--- src/core/dual_sport_map.svh ---
`ifndef DUAL_SPORT_MAP_SVH
`define DUAL_SPORT_MAP_SVH

// ----------------------------------------------------------------------
// Word length
// ----------------------------------------------------------------------
// Shortest word is 3 bits, kept as length minus one
`define WLEN_MIN_M1 4'h2
`define WLEN_MAX_M1 4'hF

// ----------------------------------------------------------------------
// Multichannel frame, last slot index
// ----------------------------------------------------------------------
`define MC_LAST_24 5'h17
`define MC_LAST_32 5'h1F

// ----------------------------------------------------------------------
// Logarithmic companding constants
// ----------------------------------------------------------------------
`define MU_CLIP 14'h1FDE
`define MU_BIAS 14'h0021
`define MU_DEC_BIAS 16'h0084
`define A_XOR 8'h55
`define A_HALF 16'h0008
`define A_SEG1 16'h0100

`endif

--- src/core/dual_sport_pkg.sv ---
package dual_sport_pkg;

    // ------------------------------------------------------------------
    // Configuration
    // ------------------------------------------------------------------
    typedef enum logic [1:0] {
        COMPAND_OFF,
        COMPAND_MU,
        COMPAND_A
    } compand_t;

    typedef struct packed {
        logic en;
        logic framed;
        logic int_fs;
        logic fs_inv;
        logic late_fs;
        logic [3:0] wlen_m1;
    } sect_cfg_t;

    typedef struct packed {
        logic int_clk;
        logic [7:0] clk_div;
        compand_t compand;
        logic autobuf;
        logic [7:0] buf_len;
        logic mc_en;
        logic mc_32;
        logic [31:0] slot_mask;
        sect_cfg_t rx;
        sect_cfg_t tx;
    } port_cfg_t;

    // ------------------------------------------------------------------
    // Pins of one port
    // ------------------------------------------------------------------
    typedef struct packed {
        logic sclk;
        logic rfs;
        logic tfs;
        logic dr;
    } pin_in_t;

    typedef struct packed {
        logic sclk;
        logic sclk_oe;
        logic rfs;
        logic rfs_oe;
        logic tfs;
        logic tfs_oe;
        logic dt;
        logic dt_oe;
    } pin_out_t;

endpackage

--- src/core/dual_sync_serial_port.sv ---
`timescale 1ns/100ps
// Notes on behaviour
// - Each port has separate double-buffered transmit and receive sections.
// - Bit clock comes from an internal divider or from the clock pin.
// - Receive framing is configured apart from transmit framing.
// - Frameless continuous words, or framed with internal or external sync.
// - Frame sync polarity selectable; normal (early) or late pulse timing.
// - Word length programmable from 3 to 16 bits per section.
// - Optional mu-law or A-law: expand on receive, compress on transmit.
// - Each section pulses its own word-complete interrupt.
// - Auto-buffering moves a whole buffer, one overhead cycle per word.
// - With auto-buffering, one interrupt per buffer instead of per word.
// - Port a multichannel: 24 or 32 slot frame, selected slots only.
// - Port b pins may become two interrupt inputs and flag in/out.
// - Internal serial clock output stays usable in that alternate mode.
// - Alternate interrupt inputs are edge or level sensitive each.
// - Pin functions change from configuration at any time, not only reset.
// - Each port uses clock, two frame syncs, receive and transmit data.
`include "dual_sport_map.svh"

module dual_sync_serial_port #(
    parameter int MC_PORT = 0,
    parameter int ALT_PORT = 1
) (
    input wire logic clock_i,
    input wire logic srst_i,
    input wire dual_sport_pkg::pin_in_t [1:0] pin_i,
    output wire dual_sport_pkg::pin_out_t [1:0] pin_o,
    input wire dual_sport_pkg::port_cfg_t [1:0] cfg_i,
    input wire logic [1:0][15:0] tx_data_i,
    input wire logic [1:0] tx_wr_i,
    output wire logic [1:0] tx_full_o,
    output wire logic [1:0][15:0] rx_data_o,
    output wire logic [1:0] rx_full_o,
    input wire logic [1:0] rx_rd_i,
    output wire logic [1:0][1:0] word_irq_o,
    output wire logic [1:0][1:0] buf_irq_o,
    input wire logic alt_mode_i,
    input wire logic [1:0] alt_edge_i,
    input wire logic serial_flag_output_i,
    output logic alt_interrupt_in_zero_o,
    output logic alt_interrupt_in_one_o,
    output logic serial_flag_input_o
);

    // ------------------------------------------------------------------
    // Companding
    // ------------------------------------------------------------------
    function automatic logic [7:0] mu_compress(input logic [15:0] lin);
        logic [13:0] s;
        logic [13:0] mag;
        logic [2:0] seg;
        s = lin[15:2];
        mag = s[13] ? 14'(-s) : s;
        if (mag > `MU_CLIP) begin
            mag = `MU_CLIP;
        end
        mag = mag + `MU_BIAS;
        seg = 3'h0;
        for (int b = 1; b < 8; b++) begin
            if (mag[b + 5]) begin
                seg = 3'(b);
            end
        end
        return ~{s[13], seg, mag[{1'b0, seg} + 4'h1 +: 4]};
    endfunction

    function automatic logic [15:0] mu_expand(input logic [7:0] code);
        logic [7:0] c;
        logic [15:0] t;
        c = ~code;
        t = ({9'h000, c[3:0], 3'h0} + `MU_DEC_BIAS) << c[6:4];
        t = t - `MU_DEC_BIAS;
        return c[7] ? 16'(-t) : t;
    endfunction

    function automatic logic [7:0] a_compress(input logic [15:0] lin);
        logic [12:0] s;
        logic [12:0] mag;
        logic [2:0] seg;
        logic [3:0] man;
        s = lin[15:3];
        mag = s[12] ? ~s : s;
        seg = 3'h0;
        for (int b = 0; b < 7; b++) begin
            if (mag[b + 5]) begin
                seg = 3'(b + 1);
            end
        end
        man = (seg < 3'h2) ? mag[4:1] : mag[seg +: 4];
        return {~s[12], seg, man} ^ `A_XOR;
    endfunction

    function automatic logic [15:0] a_expand(input logic [7:0] code);
        logic [7:0] c;
        logic [15:0] t;
        c = code ^ `A_XOR;
        t = {8'h00, c[3:0], 4'h0} + `A_HALF;
        if (c[6:4] != 3'h0) begin
            t = (t + `A_SEG1) << (c[6:4] - 3'h1);
        end
        return c[7] ? t : 16'(-t);
    endfunction

    // ------------------------------------------------------------------
    // Parameter check
    // ------------------------------------------------------------------
    if (MC_PORT < 0 || MC_PORT > 1 || ALT_PORT < 0 || ALT_PORT > 1 ||
        MC_PORT == ALT_PORT) begin : g_bad_param
        $error("MC_PORT and ALT_PORT must be distinct ports 0 or 1");
    end

    // Pins pass two flip-flops; the third stage only feeds edge detectors
    dual_sport_pkg::pin_in_t sy_m_r [2], sy_s_r [2], sy_d_r [2];

    // ------------------------------------------------------------------
    // Ports
    // ------------------------------------------------------------------
    for (genvar p = 0; p < 2; p++) begin : g_port
        dual_sport_pkg::port_cfg_t cfg;
        dual_sport_pkg::pin_out_t pin_r, pin_nxt;
        logic alt, mc, tick, rise, fall, sclk_int_r, tx_full_r, rx_full_r;
        logic [7:0] div_cnt_r, tx_code;
        logic busy_r [2], armed_r [2], sel_r [2], fs_out_r [2], gen_w [2];
        logic word_irq_r [2], buf_irq_r [2], load_w [2], done_w [2];
        logic [3:0] cnt_r [2];
        logic [4:0] slot_r [2];
        logic [15:0] shreg_r [2];
        logic [7:0] wc_r [2];
        logic [15:0] tx_hold_r, rx_hold_r, tx_word, rx_word;

        assign cfg = cfg_i[p];
        assign alt = (p == ALT_PORT) && alt_mode_i;
        assign mc = (p == MC_PORT) && cfg.mc_en;

        // Bit clock: internal divider or synchronised pin edges
        assign tick = cfg.int_clk & (div_cnt_r == cfg.clk_div);
        assign rise = cfg.int_clk ? (tick & !sclk_int_r)
                                  : (sy_s_r[p].sclk & !sy_d_r[p].sclk);
        assign fall = cfg.int_clk ? (tick & sclk_int_r)
                                  : (!sy_s_r[p].sclk & sy_d_r[p].sclk);

        always_ff @(posedge clock_i) begin
            if (srst_i) begin
                sy_m_r[p] <= '0;
                sy_s_r[p] <= '0;
                sy_d_r[p] <= '0;
            end else begin
                sy_m_r[p] <= pin_i[p];
                sy_s_r[p] <= sy_m_r[p];
                sy_d_r[p] <= sy_s_r[p];
            end
        end

        // Divider keeps running in alternate mode so the clock stays out
        always_ff @(posedge clock_i) begin
            if (srst_i || !cfg.int_clk) begin
                div_cnt_r <= 8'h00;
                sclk_int_r <= 1'b0;
            end else if (tick) begin
                div_cnt_r <= 8'h00;
                sclk_int_r <= !sclk_int_r;
            end else begin
                div_cnt_r <= div_cnt_r + 8'h01;
            end
        end

        // Companding on the buffer side of the shifters
        assign tx_code = (cfg.compand == dual_sport_pkg::COMPAND_MU)
                         ? mu_compress(tx_hold_r) : a_compress(tx_hold_r);
        assign tx_word = !tx_full_r ? 16'h0000
                       : (cfg.compand == dual_sport_pkg::COMPAND_OFF)
                         ? tx_hold_r : {8'h00, tx_code};
        assign rx_word = (cfg.compand == dual_sport_pkg::COMPAND_MU)
                         ? mu_expand(shreg_r[1][7:0])
                       : (cfg.compand == dual_sport_pkg::COMPAND_A)
                         ? a_expand(shreg_r[1][7:0]) : shreg_r[1];

        // --------------------------------------------------------------
        // Sections: 0 transmits on rising edges, 1 samples on falling
        // --------------------------------------------------------------
        for (genvar s = 0; s < 2; s++) begin : g_sect
            dual_sport_pkg::sect_cfg_t sc;
            logic edge_w, en, framed, late, src_int, pin_fs, hit, free, cont;
            logic in_frame, data_ok, begin_w, arm_set, sel_nxt, buf_end;
            logic [3:0] wlen;
            logic [4:0] last_slot, slot_nxt;
            logic [7:0] wc_nxt;

            assign sc = (s == 1) ? cfg.rx : cfg.tx;
            assign edge_w = (s == 1) ? fall : rise;
            assign en = sc.en & !alt;
            assign framed = sc.framed | mc;
            assign late = sc.late_fs | !framed;
            assign wlen = (sc.wlen_m1 < `WLEN_MIN_M1)
                          ? `WLEN_MIN_M1 : sc.wlen_m1;
            assign last_slot = cfg.mc_32 ? `MC_LAST_32 : `MC_LAST_24;
            assign in_frame = mc & busy_r[s] & (slot_r[s] != last_slot);
            assign free = !busy_r[s] | (cnt_r[s] == 4'h0);
            assign cont = in_frame & (cnt_r[s] == 4'h0);
            assign data_ok = (s == 1) | mc | tx_full_r;

            // In multichannel mode both sections follow the receive sync
            assign src_int = mc ? cfg.rx.int_fs : sc.int_fs;
            assign pin_fs = (mc || s == 1)
                            ? (sy_s_r[p].rfs ^ cfg.rx.fs_inv)
                            : (sy_s_r[p].tfs ^ cfg.tx.fs_inv);
            assign gen_w[s] = en & framed & sc.int_fs & (!mc | (s == 1))
                              & free & !armed_r[s] & !fs_out_r[s]
                              & !in_frame & data_ok;
            assign hit = !framed ? data_ok
                       : !src_int ? pin_fs
                       : (s == 1) ? fs_out_r[1]
                       : (mc ? gen_w[1] : gen_w[0]);

            assign begin_w = en & free & data_ok
                             & (armed_r[s] | (late & hit) | cont);
            assign arm_set = en & free & hit & !late & !cont;
            assign slot_nxt = cont ? (slot_r[s] + 5'h01) : 5'h00;
            assign sel_nxt = !mc | cfg.slot_mask[slot_nxt];
            assign done_w[s] = edge_w & en & busy_r[s]
                               & (cnt_r[s] == 4'h0) & sel_r[s];
            assign load_w[s] = edge_w & begin_w & sel_nxt;
            assign wc_nxt = wc_r[s] + 8'h01;
            assign buf_end = (wc_nxt >= cfg.buf_len);

            always_ff @(posedge clock_i) begin
                if (srst_i || !en) begin
                    busy_r[s] <= 1'b0;
                    armed_r[s] <= 1'b0;
                    sel_r[s] <= 1'b0;
                    cnt_r[s] <= 4'h0;
                    slot_r[s] <= 5'h00;
                    shreg_r[s] <= 16'h0000;
                end else if (edge_w) begin
                    armed_r[s] <= !begin_w & (armed_r[s] | arm_set);
                    if (begin_w) begin
                        busy_r[s] <= 1'b1;
                        cnt_r[s] <= wlen;
                        slot_r[s] <= slot_nxt;
                        sel_r[s] <= sel_nxt;
                        // Receive starts cleared so short words sit low
                        shreg_r[s] <= (s == 1)
                            ? {15'h0000, sy_s_r[p].dr} : tx_word;
                    end else if (busy_r[s] && cnt_r[s] != 4'h0) begin
                        cnt_r[s] <= cnt_r[s] - 4'h1;
                        if (s == 1) begin
                            shreg_r[s] <= {shreg_r[s][14:0], sy_s_r[p].dr};
                        end
                    end else begin
                        busy_r[s] <= 1'b0;
                    end
                end
            end

            // Sync pulse lasts one bit period, launched on a rising edge
            always_ff @(posedge clock_i) begin
                if (srst_i || !en) begin
                    fs_out_r[s] <= 1'b0;
                end else if (rise) begin
                    fs_out_r[s] <= gen_w[s];
                end
            end

            // The only core cycle a word costs is this completion strobe
            always_ff @(posedge clock_i) begin
                if (srst_i) begin
                    word_irq_r[s] <= 1'b0;
                    buf_irq_r[s] <= 1'b0;
                    wc_r[s] <= 8'h00;
                end else begin
                    word_irq_r[s] <= done_w[s] & !cfg.autobuf;
                    buf_irq_r[s] <= done_w[s] & cfg.autobuf & buf_end;
                    if (!cfg.autobuf) begin
                        wc_r[s] <= 8'h00;
                    end else if (done_w[s]) begin
                        wc_r[s] <= buf_end ? 8'h00 : wc_nxt;
                    end
                end
            end

            assign word_irq_o[p][s] = word_irq_r[s];
            assign buf_irq_o[p][s] = buf_irq_r[s];
        end

        // --------------------------------------------------------------
        // Holding buffers; a new event beats a clear in the same cycle
        // --------------------------------------------------------------
        always_ff @(posedge clock_i) begin
            if (srst_i) begin
                tx_hold_r <= 16'h0000;
                tx_full_r <= 1'b0;
            end else if (tx_wr_i[p]) begin
                tx_hold_r <= tx_data_i[p];
                tx_full_r <= 1'b1;
            end else if (load_w[0]) begin
                tx_full_r <= 1'b0;
            end
        end

        always_ff @(posedge clock_i) begin
            if (srst_i) begin
                rx_hold_r <= 16'h0000;
                rx_full_r <= 1'b0;
            end else if (done_w[1]) begin
                rx_hold_r <= rx_word;
                rx_full_r <= 1'b1;
            end else if (rx_rd_i[p]) begin
                rx_full_r <= 1'b0;
            end
        end

        // --------------------------------------------------------------
        // Pin drivers, re-timed so every pin leaves a flip-flop
        // --------------------------------------------------------------
        assign pin_nxt.sclk = sclk_int_r;
        assign pin_nxt.sclk_oe = cfg.int_clk;
        assign pin_nxt.rfs = fs_out_r[1] ^ cfg.rx.fs_inv;
        assign pin_nxt.rfs_oe = !alt & cfg.rx.en & cfg.rx.int_fs
                                & (cfg.rx.framed | mc);
        assign pin_nxt.tfs = fs_out_r[0] ^ cfg.tx.fs_inv;
        assign pin_nxt.tfs_oe = !alt & !mc & cfg.tx.en & cfg.tx.int_fs
                                & cfg.tx.framed;
        assign pin_nxt.dt = alt ? serial_flag_output_i
                                : shreg_r[0][cnt_r[0]];
        assign pin_nxt.dt_oe = alt | (busy_r[0] & sel_r[0]);

        always_ff @(posedge clock_i) begin
            if (srst_i) begin
                pin_r <= '0;
            end else begin
                pin_r <= pin_nxt;
            end
        end

        assign pin_o[p] = pin_r;
        assign tx_full_o[p] = tx_full_r;
        assign rx_full_o[p] = rx_full_r;
        assign rx_data_o[p] = rx_hold_r;
    end

    // ------------------------------------------------------------------
    // Alternate function of port b: active-low requests and flag input
    // ------------------------------------------------------------------
    logic alt_interrupt_in_zero_nxt, alt_interrupt_in_one_nxt;

    assign alt_interrupt_in_zero_nxt = alt_edge_i[0]
                      ? (!sy_s_r[ALT_PORT].rfs & sy_d_r[ALT_PORT].rfs)
                      : !sy_s_r[ALT_PORT].rfs;
    assign alt_interrupt_in_one_nxt = alt_edge_i[1]
                      ? (!sy_s_r[ALT_PORT].tfs & sy_d_r[ALT_PORT].tfs)
                      : !sy_s_r[ALT_PORT].tfs;

    always_ff @(posedge clock_i) begin
        if (srst_i) begin
            alt_interrupt_in_zero_o <= 1'b0;
            alt_interrupt_in_one_o <= 1'b0;
            serial_flag_input_o <= 1'b0;
        end else begin
            alt_interrupt_in_zero_o <= alt_mode_i & alt_interrupt_in_zero_nxt;
            alt_interrupt_in_one_o <= alt_mode_i & alt_interrupt_in_one_nxt;
            serial_flag_input_o <= alt_mode_i & sy_s_r[ALT_PORT].dr;
        end
    end

endmodule // dual_sync_serial_port

--- config.mk ---
export PLATFORM = sky130hd
export DESIGN_NAME = dual_sync_serial_port
export DESIGN_NICKNAME = d
export VERILOG_FILES = /design/src/core/dual_sport_pkg.sv /design/src/core/dual_sync_serial_port.sv
export VERILOG_INCLUDE_DIRS = /design/src /design/src/core
export SDC_FILE = /design/constraint.sdc
export NUM_CORES = 1
export LEC_CHECK = 0
export ABC_AREA = 1
export BUFFER_PORTS_ARGS = -buffer_cell sky130_fd_sc_hd__buf_2
export CAP_MARGIN = 15
export CELL_PAD_IN_SITES_DETAIL_PLACEMENT = 2
export CELL_PAD_IN_SITES_GLOBAL_PLACEMENT = 2
export CORE_ASPECT_RATIO = 0.8
export CORE_MARGIN = 2
export CORE_UTILIZATION = 33
export DETAILED_ROUTE_END_ITERATION = 8
export PLACE_DENSITY = 0.86
export SYNTH_ARGS = -nofsm -noshare
export SYNTH_HDL_FRONTEND = slang
export SYNTH_SLANG_ARGS = --single-unit
--- constraint.sdc ---
create_clock -name clock_i -period 4.63 [get_ports clock_i]
set_input_delay 0.463 -clock clock_i [delete_from_list [all_inputs] [get_ports clock_i]]
set_output_delay 0.463 -clock clock_i [all_outputs]
set_load 0.01 [all_outputs]
==> metrics.csv <==
metric;value;unit
status;finished clean;
Initial Util;0.333;
EDFF count, synth;137;
library cells used by synthesis;65;
critical path arrival;4.49;ns
# hold bufs at CTS;0;
largest net degree at the start of global routing;34;
Core Box Area;56500;sq um
sequential share of the synthesized area;0.362;
most used cell, CP;nand2_1;
routability congestion estimate;0.889;
Max VDD drop;0.193;mV
htree depth;2;
first-pass iteration count of the detailed router;5;
pwr dens;322;nW/um^2
WL final;72800;microns
post-DR vias/cell;5.28;
Remaining DRCs;0;
routed length per instance;20.0;microns
Sw Pwr;2.29;mW
leading cell type in the layout, fill and taps excluded;nand2_1;
Final ANT Viol Nets;0;
Clk pwr share;0.400;
internal power;4.74;mW
die area;58900;sq um
Port Buf Inserts;222;
CP Max Fanout;9;
PnR worst setup slack;0.450;ns
Peak Freq;239;MHz
critical path's top delay family;simple AND/OR/NAND/NOR gates;
Ports;257;
final worst-path cycle share;0.903;
number of global-route vias before repair;20900;
CP peak stage delay;0.34;ns
unrepaired setup endpoints after global routing;false;
CTS tree;yes;
Post-Route Utilization;0.386;
Post-synth top flop;edfxtp_1;
Die Ht;217;microns
Final Hold Vio Count;0;
# setup viols final;0;
post-synthesis area per instance;7.11;sq um
GRT Resource Usage Total;0.243;
row count;78;
hpwl dp;56800;microns
Final Critical Period;4.18;ns
Crit Path Class;reg2reg;
Pwr Total;7.03;mW
clk_lat worst skew;0.55;ns
HP Class;in2reg;
CP endpoint kind;register;
first-pass GRT wire length;115000;microns
Fill cells;6682;
setup TNS;0;ns
Longest Clk Path Bufs;3;
LEAKAGE;10.1;nW
Place WS;0.459;ns
slowest CP cell;dfxtp_1;
Num CTS Buffers;34;
asr flop ratio synth;0;
relative slew slack;0.324;
Sw Share;0.326;
Cells after Synth;2643;
initial antenna violation count;7;
Mapped Area;18800;sq um
post-synth net total;2907;
clock slew at reported path FFs;0.06;ns
Layout area overhead;16.0;%
startpoint types;register;
clock root cell;clkbuf_16;
Clock Sinks;271;
overall overflow remaining after global route;0;
synthesized flop and latch total;271;
Gate power share;0.218;
nets;3113;
buffers and inverters on the worst path;5;
layout cells sized above 1;0.141;
Max Cap Viol;0;
Worst Max-Slew Pin Slew;1.01;ns
Seq pwr share;0.382;
Die W;271;microns
Critical Path RT;4.94;ns
YS warnings;0;
Pins Over Slew Limit;0;
vias;19200;
final hold slack;0.0958;ns
DR iter-0 viols;990;
commonest non-fill, non-tap cells in the layout;447 x nand2_1, 395 x inv_1, 389 x nor2_1;
Setup Skew;0.0194;ns
==> metal layers <==
| metal | part of all wire | global-route usage | vias up |
|---|---|---|---|
| li1 | - | - | 9154 |
| met1 | 0.47 | 0.320 | 9550 |
| met2 | 0.47 | 0.415 | 384 |
| met3 | 0.038 | 0.0323 | 113 |
| met4 | 0.025 | 0.0726 | 6 |
| met5 | 0.00060 | 0 | - |
==> registers in the layout, indices dropped and copies added, names as in the netlist, 8 cells and up <==
| signal | count |
|---|---|
| g_port.cnt_r | 16 |
| g_port.div_cnt_r | 16 |
| g_port.rx_hold_r | 32 |
| g_port.shreg_r | 64 |
| g_port.slot_r | 10 |
| g_port.tx_hold_r | 32 |
| g_port.wc_r | 32 |
| pin_o | 16 |
| sy_m_r | 8 |
| sy_s_r | 8 |
==> power by group through the flow <==
stage               registers, mW  clock network (mW)  logic [mW]
global route                 2.69                2.97        1.72
global placement             2.73                   0        1.42
floorplan                    2.70                   0        1.04
detailed placement           2.73                   0        1.51
finish                       2.68                2.81        1.53
CTS                          2.68                2.89        1.53
==> stage by stage <==
stage,std cells,cell area (sq um)
floorplan,2643,18800
global placement,3573,20700
CTS,3635,21800
detailed placement,3573,20700
global route,3637,21800
finish,3637,21800
==> synth_stat cells, types with 9 or more instances <==
cell type / instances / area, sq um
a211oi_1: 13 / 97.6
dfxtp_1: 134 / 2680
o22ai_1: 26 / 163
nor2_2: 17 / 106
xor2_1: 54 / 473
o21ai_0: 216 / 1080
ha_1: 70 / 876
edfxtp_1: 137 / 4110
nand2_2: 32 / 200
o221ai_1: 21 / 184
a21oi_1: 151 / 756
nand2_4: 11 / 124
or2_2: 16 / 100
clkbuf_1: 48 / 180
o21a_1: 13 / 97.6
nand2_1: 447 / 1680
buf_4: 13 / 97.6
o21ai_1: 9 / 45.0
inv_1: 395 / 1480
nor2_1: 389 / 1460
clkinv_1: 9 / 33.8
nor3_1: 43 / 215
nand3_1: 166 / 831
o211ai_1: 21 / 158
xnor2_1: 32 / 280
nand4_1: 19 / 119
a31oi_1: 15 / 93.8
==> cell type report <==
cell class	instances	area (sq um)	area share
Multi-Input combinational cell	1883	10100	0.462
Sequential cell	271	6800	0.312
Inverter	415	1570	0.0719
Timing Repair Buffer	244	1280	0.0585
Tap cell	760	951	0.0436
Clock buffer	45	933	0.0428
Clock inverter	17	209	0.00958
Antenna cell	2	5.00	0.000230
==> final timing paths <==
kind | end | from | slack (ns) | cells past startpoint
max | g_port[0].shreg_r[0][2] | g_port[0].tx_hold_r[2] | 0.45 | 29
min | alt_interrupt_in_one_o | alt_edge_i[1] | 0.1 | 2
max reg2reg | g_port[0].shreg_r[0][2] | g_port[0].tx_hold_r[2] | 0.45 | 29
min reg2reg | sy_s_r[0][0] | sy_m_r[0][0] | 0.41 | 2
==> cells by family (layout without fill, tap and decap cells) <==
logic type,count (synthesis),count (layout),share of synthesized area
flops,271,271,0.362
simple gates,1173,1173,0.272
mux,1,1,0.000599
buf+inv,489,721,0.103
compound gates,550,550,0.171
xor+xnor,89,89,0.0445
fa+ha+maj,70,70,0.0466
other cells,0,2,0
==> repair_timing <==
item	CTS	global route
buffers inserted	0	0
gates resized for setup	0	1
setup endpoints to repair	0	1
Note: power is estimated with default switching activity, not from simulation.
